$ cat config.mk
export PLATFORM = sky130hd
export DESIGN_NAME = rtc_timer_alarm_irq
export DESIGN_NICKNAME = d
export VERILOG_FILES = /design/src/hdl/rtc_timer_alarm_irq.v
export VERILOG_INCLUDE_DIRS = /design/src /design/src/hdl
export SDC_FILE = /design/constraint.sdc
export NUM_CORES = 1
export LEC_CHECK = 0
export BUFFER_PORTS_ARGS = -buffer_cell sky130_fd_sc_hd__buf_2
export CORE_MARGIN = 1
export CORE_UTILIZATION = 57
export CTS_BUF_LIST = sky130_fd_sc_hd__clkbuf_8 sky130_fd_sc_hd__clkbuf_16
export DETAILED_ROUTE_END_ITERATION = 8
export PLACE_DENSITY_LB_ADDON = 0.08
export SETUP_SLACK_MARGIN = 0.02
export SLEW_MARGIN = 30
export SYNTH_ARGS = -nofsm -noshare
export SYNTH_HDL_FRONTEND = slang
export SYNTH_SLANG_ARGS = --single-unit
export TNS_END_PERCENT = 10
$ cat constraint.sdc
create_clock -name clock_i -period 5.9 [get_ports clock_i]
set_clock_uncertainty 0.05 [all_clocks]
set_input_delay 0.295 -clock clock_i [delete_from_list [all_inputs] [get_ports clock_i]]
set_output_delay 0.295 -clock clock_i [all_outputs]
set_load 0.05 [all_outputs]
$ cat src/hdl/rtc_irq_map.vh
`ifndef RTC_IRQ_MAP_VH
`define RTC_IRQ_MAP_VH

// Register offsets (4-bit address, 8-bit data)
`define ADDR_IRQ_CTRL 4'h0
`define ADDR_TIMER_CTRL 4'h1
`define ADDR_TIMER_PRESET 4'h2
`define ADDR_ALARM_MIN 4'h3
`define ADDR_ALARM_HOUR 4'h4
`define ADDR_ALARM_DAY 4'h5
`define ADDR_ALARM_WDAY 4'h6

// Interrupt control register fields
`define BIT_TIMER_IRQ_ENABLE 0
`define BIT_ALARM_IRQ_ENABLE 1
`define BIT_TIMER_FLAG 2
`define BIT_ALARM_FLAG 3
`define BIT_PULSE_REPEAT_MODE 4

// Timer control register fields
`define BIT_SRC_SEL_LO 0
`define BIT_SRC_SEL_HI 1
`define BIT_TIMER_ENABLE 7

// Alarm register fields
`define BIT_ALARM_FIELD_IGNORE 7

// Source clock select codes
`define SRC_4096HZ 2'h0
`define SRC_64HZ 2'h1
`define SRC_1HZ 2'h2
`define SRC_1_60HZ 2'h3

// Reset values
`define RST_IRQ_CTRL 8'h00
`define RST_TIMER_CTRL 8'h00
`define RST_TIMER_PRESET 8'h00
`define RST_ALARM 8'h80

// Timing
`define CLK_HZ 100000000
`define FAST_SRC_HZ 4096
// Clock cycles per 4096 Hz tick; the small rate error is accepted
`define FAST_DIV 15'h5f5e
`define DIV_64_FROM_FAST 6'h3f
`define DIV_1_FROM_64 6'h3f
`define DIV_MIN_FROM_SEC 6'h3b
// Auto-release low time in 4096 Hz periods
`define AUTO_RELEASE_PERIOD 8'h20

`endif

$ cat src/hdl/rtc_timer_alarm_irq.v
// Function
// Two-bit select picks 4096/64/1/1-60 Hz source
// Interval is source period times preset
// First interval short by up to one period
// Countdown loads preset on enable rising
// Decrement per source tick; event at 01h-to-00h
// Event sets timer flag until host clears
// Disabling timer keeps flag and pin
// Level mode: event drives pin if enabled
// Level mode: enable bit gates pin while flagged
// Level mode: flag clear releases the pin
// Reload after each event while enabled
// After clear, next event sets flag again
// Repeat mode reloads and resumes automatically
// Repeat mode: fixed low pulse, then release
// Repeat mode: flag clear keeps pulse going
// Enable falling stops the countdown
// Host writes preset while timer disabled
// Host clears enable, flag, irq enable
// Alarm match sets sticky alarm flag
// Alarm enabled drives pin, no auto-release
// Alarm enable cleared releases pin
// Alarm flag cleared releases pin
// Ignore bits exclude fields; all ignored none
// Level mode: enable rising while flagged asserts
// Writing 1 to flags does nothing
// Shared pin low when either source asserts
// Alarm fires on entering match only
`timescale 1ns/1ps
`include "rtc_irq_map.vh"

module rtc_timer_alarm_irq #(
	parameter [14:0] FAST_DIV = `FAST_DIV
) (
	// Clock and reset
	input wire clock_i,
	input wire rst_i,
	// Register port
	input wire [3:0] addr_i,
	input wire [7:0] wr_data_i,
	input wire wr_i,
	input wire rd_i,
	output wire [7:0] rd_data_o,
	// Current time from the calendar
	input wire [6:0] minute_i,
	input wire [5:0] hour_i,
	input wire [5:0] day_i,
	input wire [2:0] weekday_i,
	// Shared open-drain interrupt pin
	output wire irq_pin_n_o,
	output wire irq_pin_n_oe_n_o
);

	////////////////////////////////////////////////////////////////////////
	// Divider chain

	reg [14:0] div_q;
	reg tick4096_q;
	wire tick64;
	wire tick1;
	wire tick60;

	always @(posedge clock_i or posedge rst_i)
	begin
		if (rst_i)
		begin
			div_q <= 15'h0000;
			tick4096_q <= 1'b0;
		end
		else if (div_q == FAST_DIV - 15'h0001)
		begin
			div_q <= 15'h0000;
			tick4096_q <= 1'b1;
		end
		else
		begin
			div_q <= div_q + 15'h0001;
			tick4096_q <= 1'b0;
		end
	end

	// Slower rates are single-cycle enables derived from the fast tick
	rate_step #(
		.LAST(`DIV_64_FROM_FAST)
	) step64_u (
		.clock_i(clock_i),
		.rst_i(rst_i),
		.tick_i(tick4096_q),
		.tick_o(tick64)
	);

	rate_step #(
		.LAST(`DIV_1_FROM_64)
	) step1_u (
		.clock_i(clock_i),
		.rst_i(rst_i),
		.tick_i(tick64),
		.tick_o(tick1)
	);

	// Minute tick runs from reset, not from the timer start
	rate_step #(
		.LAST(`DIV_MIN_FROM_SEC)
	) step60_u (
		.clock_i(clock_i),
		.rst_i(rst_i),
		.tick_i(tick1),
		.tick_o(tick60)
	);

	////////////////////////////////////////////////////////////////////////
	// Registers

	reg timer_irq_enable_q;
	reg alarm_irq_enable_q;
	reg pulse_repeat_mode_q;
	reg timer_enable_q;
	reg [1:0] src_sel_q;
	reg [7:0] preset_q;
	reg [7:0] alarm_min_q;
	reg [7:0] alarm_hour_q;
	reg [7:0] alarm_day_q;
	reg [7:0] alarm_wday_q;
	reg timer_flag_q;
	reg alarm_flag_q;
	reg [7:0] count_q;
	reg [7:0] rd_data_q;

	wire wr_irq_ctrl;
	wire wr_timer_ctrl;

	assign wr_irq_ctrl = wr_i && (addr_i == `ADDR_IRQ_CTRL);
	assign wr_timer_ctrl = wr_i && (addr_i == `ADDR_TIMER_CTRL);

	always @(posedge clock_i or posedge rst_i)
	begin
		if (rst_i)
		begin
			timer_irq_enable_q <= 1'b0;
			alarm_irq_enable_q <= 1'b0;
			pulse_repeat_mode_q <= 1'b0;
			timer_enable_q <= 1'b0;
			src_sel_q <= `SRC_4096HZ;
			preset_q <= `RST_TIMER_PRESET;
			alarm_min_q <= `RST_ALARM;
			alarm_hour_q <= `RST_ALARM;
			alarm_day_q <= `RST_ALARM;
			alarm_wday_q <= `RST_ALARM;
		end
		else if (wr_i)
		begin
			case (addr_i)
				`ADDR_IRQ_CTRL:
				begin
					timer_irq_enable_q <= wr_data_i[`BIT_TIMER_IRQ_ENABLE];
					alarm_irq_enable_q <= wr_data_i[`BIT_ALARM_IRQ_ENABLE];
					pulse_repeat_mode_q <= wr_data_i[`BIT_PULSE_REPEAT_MODE];
				end
				`ADDR_TIMER_CTRL:
				begin
					timer_enable_q <= wr_data_i[`BIT_TIMER_ENABLE];
					src_sel_q <= wr_data_i[`BIT_SRC_SEL_HI:`BIT_SRC_SEL_LO];
				end
				`ADDR_TIMER_PRESET: preset_q <= wr_data_i;
				`ADDR_ALARM_MIN: alarm_min_q <= wr_data_i;
				`ADDR_ALARM_HOUR: alarm_hour_q <= wr_data_i;
				`ADDR_ALARM_DAY: alarm_day_q <= wr_data_i;
				`ADDR_ALARM_WDAY: alarm_wday_q <= wr_data_i;
				default: ;
			endcase
		end
	end

	////////////////////////////////////////////////////////////////////////
	// Fixed-cycle timer

	reg src_tick;
	reg timer_event;
	wire timer_start;

	always @*
	begin
		case (src_sel_q)
			`SRC_4096HZ: src_tick = tick4096_q;
			`SRC_64HZ: src_tick = tick64;
			`SRC_1HZ: src_tick = tick1;
			`SRC_1_60HZ: src_tick = tick60;
			default: src_tick = 1'b0;
		endcase
	end

	// Write of enable 0->1 starts; ticks run free, so first period is short
	assign timer_start = wr_timer_ctrl && wr_data_i[`BIT_TIMER_ENABLE] && !timer_enable_q;

	always @*
	begin
		timer_event = timer_enable_q && src_tick && (count_q == 8'h01);
	end

	always @(posedge clock_i or posedge rst_i)
	begin
		if (rst_i)
			count_q <= 8'h00;
		else if (timer_start)
			count_q <= preset_q;
		else if (timer_enable_q && src_tick)
		begin
			if (count_q == 8'h01)
				count_q <= preset_q;
			else if (count_q != 8'h00)
				count_q <= count_q - 8'h01;
		end
		// Count freezes once enable drops
	end

	// Flag is sticky; set wins over a clear in the same cycle
	always @(posedge clock_i or posedge rst_i)
	begin
		if (rst_i)
			timer_flag_q <= 1'b0;
		else if (timer_event)
			timer_flag_q <= 1'b1;
		else if (wr_irq_ctrl && !wr_data_i[`BIT_TIMER_FLAG])
			timer_flag_q <= 1'b0;
	end

	// Auto-release pulse timer for repeat mode, counted in 4096 Hz periods
	reg [7:0] release_q;

	always @(posedge clock_i or posedge rst_i)
	begin
		if (rst_i)
			release_q <= 8'h00;
		else if (timer_event && pulse_repeat_mode_q && timer_irq_enable_q)
			release_q <= `AUTO_RELEASE_PERIOD;
		else if (tick4096_q && release_q != 8'h00)
			release_q <= release_q - 8'h01;
	end

	wire timer_req;

	// Level mode follows flag and enable; repeat mode only the pulse
	assign timer_req = pulse_repeat_mode_q ? (release_q != 8'h00)
		: (timer_flag_q && timer_irq_enable_q);

	////////////////////////////////////////////////////////////////////////
	// Alarm

	wire min_ok;
	wire hour_ok;
	wire day_ok;
	wire wday_ok;
	wire all_ignored;
	wire alarm_match;
	reg match_prev_q;

	assign min_ok = alarm_min_q[`BIT_ALARM_FIELD_IGNORE] || (alarm_min_q[6:0] == minute_i);
	assign hour_ok = alarm_hour_q[`BIT_ALARM_FIELD_IGNORE] || (alarm_hour_q[5:0] == hour_i);
	assign day_ok = alarm_day_q[`BIT_ALARM_FIELD_IGNORE] || (alarm_day_q[5:0] == day_i);
	assign wday_ok = alarm_wday_q[`BIT_ALARM_FIELD_IGNORE] || (alarm_wday_q[2:0] == weekday_i);
	assign all_ignored = alarm_min_q[`BIT_ALARM_FIELD_IGNORE] && alarm_hour_q[`BIT_ALARM_FIELD_IGNORE]
		&& alarm_day_q[`BIT_ALARM_FIELD_IGNORE] && alarm_wday_q[`BIT_ALARM_FIELD_IGNORE];
	assign alarm_match = min_ok && hour_ok && day_ok && wday_ok && !all_ignored;

	always @(posedge clock_i or posedge rst_i)
	begin
		if (rst_i)
		begin
			match_prev_q <= 1'b0;
			alarm_flag_q <= 1'b0;
		end
		else
		begin
			match_prev_q <= alarm_match;
			if (alarm_match && !match_prev_q)
				alarm_flag_q <= 1'b1;
			else if (wr_irq_ctrl && !wr_data_i[`BIT_ALARM_FLAG])
				alarm_flag_q <= 1'b0;
		end
	end

	////////////////////////////////////////////////////////////////////////
	// Pin and read data

	reg pin_oe_n_q;
	reg pin_q;

	always @(posedge clock_i or posedge rst_i)
	begin
		if (rst_i)
		begin
			pin_oe_n_q <= 1'b1;
			pin_q <= 1'b0;
		end
		else
		begin
			pin_q <= 1'b0;
			// Alarm level never self-releases
			pin_oe_n_q <= !(timer_req || (alarm_flag_q && alarm_irq_enable_q));
		end
	end

	always @(posedge clock_i or posedge rst_i)
	begin
		if (rst_i)
			rd_data_q <= 8'h00;
		else if (rd_i)
		begin
			case (addr_i)
				`ADDR_IRQ_CTRL: rd_data_q <= {3'h0, pulse_repeat_mode_q, alarm_flag_q, timer_flag_q,
					alarm_irq_enable_q, timer_irq_enable_q};
				`ADDR_TIMER_CTRL: rd_data_q <= {timer_enable_q, 5'h00, src_sel_q};
				// Live count; may change between reads
				`ADDR_TIMER_PRESET: rd_data_q <= count_q;
				`ADDR_ALARM_MIN: rd_data_q <= alarm_min_q;
				`ADDR_ALARM_HOUR: rd_data_q <= {alarm_hour_q[7], 1'b0, alarm_hour_q[5:0]};
				`ADDR_ALARM_DAY: rd_data_q <= {alarm_day_q[7], 1'b0, alarm_day_q[5:0]};
				`ADDR_ALARM_WDAY: rd_data_q <= {alarm_wday_q[7], 4'h0, alarm_wday_q[2:0]};
				default: rd_data_q <= 8'h00;
			endcase
		end
		else
			rd_data_q <= 8'h00;
	end

	assign rd_data_o = rd_data_q;
	assign irq_pin_n_o = pin_q;
	assign irq_pin_n_oe_n_o = pin_oe_n_q;

endmodule // rtc_timer_alarm_irq

////////////////////////////////////////////////////////////////////////
// One divider stage; pulses for one cycle per wrap of its count

module rate_step #(
	parameter [5:0] LAST = 6'h3f
) (
	// Clock and reset
	input wire clock_i,
	input wire rst_i,
	// Rate ticks
	input wire tick_i,
	output wire tick_o
);

	// Wrap value is the input ticks per output tick minus one
	reg [5:0] cnt_q;
	reg tick_q;

	always @(posedge clock_i or posedge rst_i)
	begin
		if (rst_i)
		begin
			cnt_q <= 6'h00;
			tick_q <= 1'b0;
		end
		else if (tick_i && cnt_q == LAST)
		begin
			cnt_q <= 6'h00;
			tick_q <= 1'b1;
		end
		else
		begin
			if (tick_i)
				cnt_q <= cnt_q + 6'h01;
			tick_q <= 1'b0;
		end
	end

	// Registered pulse keeps the next stage one cycle behind
	assign tick_o = tick_q;

endmodule // rate_step

==> results_dict.tcl, run 1 <==
set metrics [dict create \
    fin_cells 633 \
    gp_congestion 0.9007 \
    setup_viol 0 \
    r2r-start "div_q[5]" \
    final_cell_mix "dfrtp_1, mux2_2, buf_2, nor2_1, nand2_1" \
    grt_max_degree 65 \
    drt_first_pass_iters 9 \
    rsz0062_at_grt "no" \
    worstSetupStartpointType "flop" \
    placed_cells 616 \
    cts_setup_buffers 0 \
    path_clk_slew_ns 0.09 \
    hold_start "wr_data_i[6]" \
    period_minus_slack_ns 2.029 \
    min_to "preset_q[6]" \
    post_drt_wl_per_cell_um 17.58 \
    synth_ff_type "dfrtp_1" \
    grt-ovfl-total 0 \
    port_buffers 46 \
    end_kind "flop" \
    htree_levels 3 \
    leakage_uw 0.002587 \
    r2r-end "div_q[12]" \
    synth_nets 522 \
    cp_max_fo 8 \
    maxCapViolations 0 \
    ios 48 \
    fmax_ghz 0.4929 \
    root_buffer "clkbuf_8" \
    worst-endpoint-required_ns 6.10 \
    tritoncts "done" \
    ys_warn_count 0 \
    cts_resized 0 \
    finalNetCount 567 \
    crit_start "div_q[5]" \
    worstMarginPinSlew_ns 0.8748 \
    dpl_cell_area_sq_um 5590 \
    grt_pass1_wl_um 18270 \
    rows 34 \
    drive_gt1_share_pct 25.33 \
    synth_cell_types 61 \
    area_growth_pct 8.973 \
    n_antenna_cell 0 \
    fp.dieH_um 98.42 \
    crit_path_cell_trace "nor4b_1 > nand3_1 > nor3_1 > buf_4 > a21oi_1" \
    drc 8 \
    netlist_area_sq_um 5299 \
    relSlewSlack_pct 41.23 \
    antenna_found_initial 0 \
    crit_type "reg -> reg" \
    violations "DRC" \
    fillers 710 \
    status "complete, but fails checks" \
    grt_usage_pct 24.45 \
    reg2reg_depth 5 \
    post-route-util_pct 65.26 \
    wl_um 11130 \
    async_reset_ff_share_pct 100.0 \
    critPathMaxStageDelay_ns 0.68 \
    final_cell_area_sq_um 5774 \
    final_antenna_net_count 0 \
    crit_arrival_ns 2.23 \
    die_w_um 98.42 \
    ys_ff_latch 105 \
    syn_inst 475 \
    ir_drop_v 0.0001415 \
    synth_edf_count 0 \
    vias 3816 \
    maxSlewViolCount 0 \
    power.density_nw_per_um2 279.6 \
    grt_pass1_vias 3640 \
    core_sq_um 8848 \
    layout_commonest_cell "dfrtp_1" \
    slowest_stage "nor3_1" \
    cts_inserted_buffers 9 \
    hold_path_depth 2 \
    clock-sinks 105 \
    r2r_slack_ns 3.87 \
    die-area_sq_um 9686 \
    drt_iter0_drc 185 \
    start_util_pct 59.88 \
    fin_tns_setup_ns 0 \
    vias_per_cell 6.028 \
    clk_latency_ns 0.37 \
    period_share_pct 34.39 \
    synth-seq-area-share_pct 49.70 \
    syn_avg_cell_area_sq_um 11.16 \
    clk_path_buf_depth 2 \
    hold_buffers 1 \
    hold_viol 0 \
    hp-class "in -> reg" \
    dp_hpwl_um 8018 \
]
==> state kept, by name (all words and copies together) (netlist names), 2 cells and up <==
name,flops
alarm_day_q,7
alarm_hour_q,7
alarm_min_q,8
alarm_wday_q,4
count_q,8
div_q,15
preset_q,8
rd_data_o,8
release_q,8
src_sel_q,2
step1_u.cnt_q,6
step60_u.cnt_q,6
step64_u.cnt_q,6
==> where the power goes <==
part | leakage [uW] | total, uW | internal (uW) | switching [uW]
logic | 0.00114 | 296 | 146 | 150
clock network | 0.0000909 | 403 | 162 | 241
registers | 0.00135 | 915 | 813 | 102
==> routing by layer <==
metal,vias to the layer above,GRT usage [%],share of wire (%)
li1,1812,-,-
met4,0,10.45,3.3
met2,140,38.52,47
met3,31,5.532,5.8
met1,1833,32.86,44
met5,-,0,0
==> critical path, delay by kind of cell (launching register included) <==
kind                   cells  cell delay [ns]
AOI/OAI and AO/OA          1             0.05
buffers and inverters      1             0.29
DFF                        1             0.43
and+or+nand+nor            3             1.10
==> synthesized netlist by cell type (4+ instances only) <==
library cell    n  share of area, %
mux2_2         50                11
nand2_1        31               2.2
nand3_1        19               1.8
o31ai_1         4              0.57
o21ai_0        13               1.2
mux2i_1         7               1.3
nand4_1        13               1.5
xor2_1         28               4.6
a211oi_1        5              0.71
a21oi_1        16               1.5
dfstp_2         5               2.5
inv_1          10              0.71
and3_1          7              0.83
nor2_1         44               3.1
nor2b_1         5              0.59
or3_1           4              0.47
a22oi_1         6              0.85
nor4_1          6              0.71
ha_1            9               2.1
buf_2           7              0.66
dfrtp_1       100                47
nor3_1         10              0.94
a221oi_1        4              0.66
xnor2_1        18               3.0
==> stage by stage <==
stage	setup WS, ns	hold WS, ns	total power (uW)
floorplan	2.803	0.3468	1119
global placement	3.929	0.3252	1213
detailed placement	3.880	0.3272	1220
CTS	3.883	0.1188	1624
global route	3.689	0.1250	1695
finish	3.871	0.1242	1614
==> worst max-delay path by stage <==
stage / end / slack (ns) / cells past startpoint
after floorplan: alarm_day_q[0] / 2.80 / 1
after global placement: alarm_hour_q[1] / 3.93 / 4
after detailed placement: alarm_hour_q[1] / 3.88 / 4
after CTS: div_q[12] / 3.88 / 5
after global routing: div_q[14] / 3.69 / 5
final: div_q[12] / 3.87 / 5
==> cell type report <==
| type | instances | area (sq um) | area share (%) |
|---|---|---|---|
| clock inverter | 6 | 36.28 | 0.6284 |
| tap | 108 | 135.1 | 2.340 |
| sequential | 105 | 2634 | 45.61 |
| multi-input combinational | 344 | 2532 | 43.86 |
| timing repair buffer | 49 | 255.2 | 4.420 |
| clock buffer | 10 | 137.6 | 2.384 |
| inverter | 11 | 43.79 | 0.7584 |
==> logic make-up (layout without fill, tap and decap cells) <==
logic type                 after synthesis  in the layout  share of synthesized area (%)
AOI/OAI and AO/OA                       74             74                          10.11
xor gates and xnor gates                46             46                          7.603
adders and majority gates                9              9                          2.125
buffers and inverters                   26             76                          2.503
DFF                                    105            105                          49.70
muxes                                   57             57                          11.95
other                                    1              1                        0.07077
and+or+nand+nor                        157            157                          15.94
Power figures use the tool's default switching activity.
==> inputs of run 2 (changes only) <==
CORE_UTILIZATION = 54   (was 57)
clock period = 1.8 ns   (was 5.9 ns; I/O delays follow)
==> results_dict.tcl, run 2 (same netlist as run 1, synthesis figures left out) <==
set metrics [dict create \
    fp.dieH_um 101.1 \
    layout_commonest_cell "dfrtp_1" \
    ios 48 \
    vias_per_cell 5.638 \
    rows 35 \
    die-area_sq_um 10210 \
    cts_inserted_buffers 9 \
    fin_hold_ws_ns 0.005973 \
    grt_pass1_wl_um 18870 \
    setup_viol 0 \
    p_total_uw 5635 \
    grt_max_degree 62 \
    clk_path_buf_depth 2 \
    cp_max_fo 9 \
    area_growth_pct 16.34 \
    grt-ovfl-total 0 \
    die_w_um 101.1 \
    critPathMaxStageDelay_ns 0.42 \
    drc 0 \
    tritoncts "done" \
    power.switching_uw 1692 \
    r2r-start "count_q[7]" \
    fmax_ghz 0.5611 \
    post_drt_wl_per_cell_um 16.72 \
    worst-endpoint-required_ns 2.02 \
    combinationalPowerShare_pct 20.0 \
    hp-class "in -> reg" \
    clk_latency_ns 0.39 \
    pwr-share-clk_pct 27.5 \
    reg2reg_depth 5 \
    pre_cts_ws_ns -0.02391 \
    worstMarginPinSlew_ns 0.5560 \
    core_sq_um 9371 \
    fin_tns_setup_ns 0 \
    largest_reg_flops 15 \
    maxSlewViolCount 0 \
    cp-endpoint "count_q[6]" \
    n_antenna_cell 0 \
    crit_type "reg -> reg" \
    clock-sinks 105 \
    root_buffer "clkbuf_8" \
    crit_arrival_ns 2.01 \
    grt_usage_pct 24.59 \
    port_buffers 46 \
    wl_um 11540 \
    worstSetupStartpointType "flop" \
    ir_drop_v 0.0006315 \
    hold_viol 0 \
    finalNetCount 603 \
    drt_iter0_drc 187 \
    slowest_stage "dfrtp_1" \
    antenna_found_initial 0 \
    power.density_nw_per_um2 914.0 \
    r2r_slack_ns 0.02 \
    end_kind "flop" \
    fin_ws_ns 0.01766 \
    final_cell_mix "dfrtp_1, mux2_2, buf_2, nor2_1, buf_4" \
    status "complete, no violations" \
    r2r-end "count_q[6]" \
    final_cell_area_sq_um 6165 \
    dp_hpwl_um 8531 \
    period_share_pct 99.02 \
    maxCapViolations 0 \
    vias 3890 \
    path_clk_slew_ns 0.11 \
    intPower_uw 3942 \
    drive_gt1_share_pct 30.66 \
    drt_first_pass_iters 4 \
    final_antenna_net_count 0 \
    grt_pass1_vias 3740 \
    largest_register "div_q" \
    start_util_pct 56.54 \
    dpl_cell_area_sq_um 5863 \
    rsz0062_at_grt "yes" \
    p_sw_share_pct 30.03 \
    period_minus_slack_ns 1.782 \
    relSlewSlack_pct 62.93 \
    htree_levels 3 \
    crit_start "count_q[7]" \
    gp_congestion 0.9394 \
    p_seq_share_pct 52.4 \
    crit_path_cell_trace "nor4_4 > nand3_1 > o21a_4 > and2_4 > a221o_1" \
    leakage_uw 0.002790 \
]
[run 2: cell count changes in the layout (fill, tap and decap cells not counted), moves of 2 or more]
cell	before	now
buf_4	2	34
dlygate4sd3_1	1	4
inv_1	11	9
inv_8	0	2
[run 2: power groups by stage]
stage          Combinational, uW  Clock [uW]  Sequential, uW
5_1_grt                     1240        1680            2990
2_1_floorplan                697           0            2970
3_5_place_dp                1090           0            3000
4_1_cts                     1110        1590            2950
6_report                    1130        1550            2950
3_3_place_gp                1070           0            2990
[run 2: what timing repair did]
item	in CTS	in global routing
resized for setup	2	5
setup buffers	1	1
hold buffers	4	0
pin swaps	1	3
endpoints found under the hold margin	108	0
endpoints found under the setup margin	7	16
cloned	0	0
[run 2: worst min path at each step]
| stage | start | endpoint | slack [ns] | cells past startpoint |
|---|---|---|---|---|
| floorplan | wr_data_i[0] | src_sel_q[0] | 0.19 | 1 |
| global placement | rst_i | step1_u.cnt_q[1] | 0.16 | 3 |
| detailed placement | rst_i | step1_u.cnt_q[0] | 0.16 | 3 |
| CTS | wr_data_i[4] | alarm_hour_q[4] | 0.006 | 2 |
| global route | wr_data_i[2] | alarm_wday_q[2] | 0.007 | 2 |
| finish | wr_data_i[4] | alarm_hour_q[4] | 0.006 | 2 |
[run 2: per-stage QoR]
step / std cells / utilization (%)
5_1_grt: 690 / 65.78
3_5_place_dp: 668 / 62.56
4_1_cts: 689 / 65.43
2_1_floorplan: 475 / -
6_report: 690 / 65.78
3_3_place_gp: 668 / 62.56
[run 2: critical path, delay by kind of cell (launching register included)]
kind	cells	cell delay, ns
DFF	1	0.42
and+or+nand+nor	3	0.67
AOI/OAI and AO/OA	2	0.53
[run 2: layer usage]
layer	wire length (um)	vias up	GRT usage, %
met5	0	-	0
met1	5047	1892	32.12
met3	479	28	4.577
met4	387	0	11.93
met2	5624	84	39.46
li1	-	1886	-
[run 2: final cells by class]
class                           instances  area, sq um
Fill cell                             775         3207
Multi-Input combinational cell        344         2566
Tap cell                              129        161.4
Timing Repair Buffer                   85        545.5
Clock buffer                           10        137.6
Clock inverter                          6        75.07
Sequential cell                       105         2634
Inverter                               11        45.04
==> inputs of run 3 (changes only) <==
RECOVER_POWER = 100   (was unset)
==> results_dict.tcl, run 3 (same netlist as run 1, synthesis figures left out) <==
set metrics [dict create \
    grt_max_degree 62 \
    die_w_um 101.1 \
    ios 48 \
    dp_hpwl_um 8531 \
    largest_reg_flops 15 \
    leakage_uw 0.002707 \
    setup_viol 0 \
    slowest_stage "dfrtp_1" \
    drt_first_pass_iters 5 \
    clk_latency_ns 0.38 \
    antenna_found_initial 0 \
    cts_inserted_buffers 9 \
    final_cell_mix "dfrtp_1, mux2_2, nor2_1, buf_2, nand2_1" \
    die-area_sq_um 10210 \
    grt_pass1_vias 3740 \
    root_buffer "clkbuf_8" \
    drc 0 \
    rows 35 \
    worst-endpoint-required_ns 2.02 \
    wl_um 11540 \
    end_kind "flop" \
    rsz0062_at_grt "yes" \
    core_sq_um 9371 \
    vias 3884 \
    tritoncts "done" \
    crit_arrival_ns 2.00 \
    n_antenna_cell 0 \
    relSlewSlack_pct 28.42 \
    period_minus_slack_ns 1.781 \
    gp_congestion 0.9394 \
    post_drt_wl_per_cell_um 16.72 \
    path_clk_slew_ns 0.10 \
    crit_type "reg -> reg" \
    final_antenna_net_count 0 \
    fp.dieH_um 101.1 \
    worstSetupStartpointType "flop" \
    grt-ovfl-total 0 \
    finalNetCount 603 \
    worstMarginPinSlew_ns 1.074 \
    maxSlewViolCount 0 \
    start_util_pct 56.54 \
    cp_max_fo 9 \
    drt_iter0_drc 187 \
    drive_gt1_share_pct 27.09 \
    clk_path_buf_depth 2 \
    maxCapViolations 0 \
    clock-sinks 105 \
    hp-class "in -> reg" \
    post-route-util_pct 65.06 \
    period_share_pct 98.94 \
    crit_path_cell_trace "nor4_4 > nand3_1 > o21a_4 > and2_4 > a221o_1" \
    power.density_nw_per_um2 919.9 \
    grt_pass1_wl_um 18870 \
    status "complete, no violations" \
    port_buffers 46 \
    critPathMaxStageDelay_ns 0.42 \
    fmax_ghz 0.5615 \
    layout_commonest_cell "dfrtp_1" \
    largest_register "div_q" \
    grt_usage_pct 24.59 \
    htree_levels 3 \
    vias_per_cell 5.629 \
    hold_viol 0 \
    p_total_uw 5609 \
    area_growth_pct 15.06 \
    ir_drop_v 0.0006310 \
]
run 3: worst max-delay path, delay by kind of cell, from the launching register on:
| kind | cells | cell delay [ns] |
|---|---|---|
| and+or+nand+nor | 3 | 0.67 |
| AOI/OAI and AO/OA | 2 | 0.53 |
| DFF | 1 | 0.42 |
run 3: final timing paths:
path / end / start / depth (start not counted) / slack (ns)
setup reg to reg: count_q[6] / count_q[7] / 5 / 0.02
max in group asynchronous: div_q[8] / rst_i / 4 / 0.47
hold / removal: alarm_hour_q[4] / wr_data_i[4] / 2 / 0.01
hold reg to reg: alarm_flag_q / match_prev_q / 1 / 0.40
min in group asynchronous: step1_u.cnt_q[0] / rst_i / 4 / 0.49
setup / recovery: count_q[6] / count_q[7] / 5 / 0.02
run 3: per-stage QoR:
stage	cells	setup TNS [ns]	cell area (sq um)	hold slack, ns	worst slack (ns)
2_1_floorplan	475	0	5303	0.1904	0.1050
3_3_place_gp	668	0	5863	0.1570	0.03045
3_5_place_dp	668	-0.04790	5863	0.1614	-0.02391
4_1_cts	689	0	6132	0.005719	0.02296
5_1_grt	690	-0.4683	6097	0.007461	-0.08842
6_report	690	0	6097	0.01408	0.01915
run 3: final cells by class:
cell class	instances	area, sq um
inverters	11	45.04
clock buffers	10	137.6
flip-flops and latches	105	2634
clock inverters	6	75.07
multi-input cells	344	2560
fillers	797	3274
well taps	129	161.4
repair buffers	85	484.2
run 3: where the power goes:
group / switching [uW] / total [uW] / internal (uW)
combinational: 554 / 1110 / 557
sequential: 291 / 2960 / 2670
clock: 838 / 1540 / 703
total: 1680 / 5610 / 3930
run 3: layer usage:
layer | vias up | wire length (um) | track usage, % | share of wire, %
met5 | - | 0 | 0 | 0
met4 | 0 | 391 | 11.93 | 3.4
met3 | 28 | 447 | 4.577 | 3.9
met2 | 79 | 5658 | 39.46 | 49
met1 | 1895 | 5040 | 32.12 | 44
li1 | 1882 | - | - | -
run 3: repair_timing:
| item | CTS | global route |
|---|---|---|
| endpoints found under the hold margin | 108 | 0 |
| buffers inserted | 1 | 1 |
| hold buffers | 4 | 0 |
| endpoints found under the setup margin | 7 | 16 |
| cloned | 0 | 0 |
| pin swaps | 1 | 3 |
| gates resized for setup | 2 | 5 |
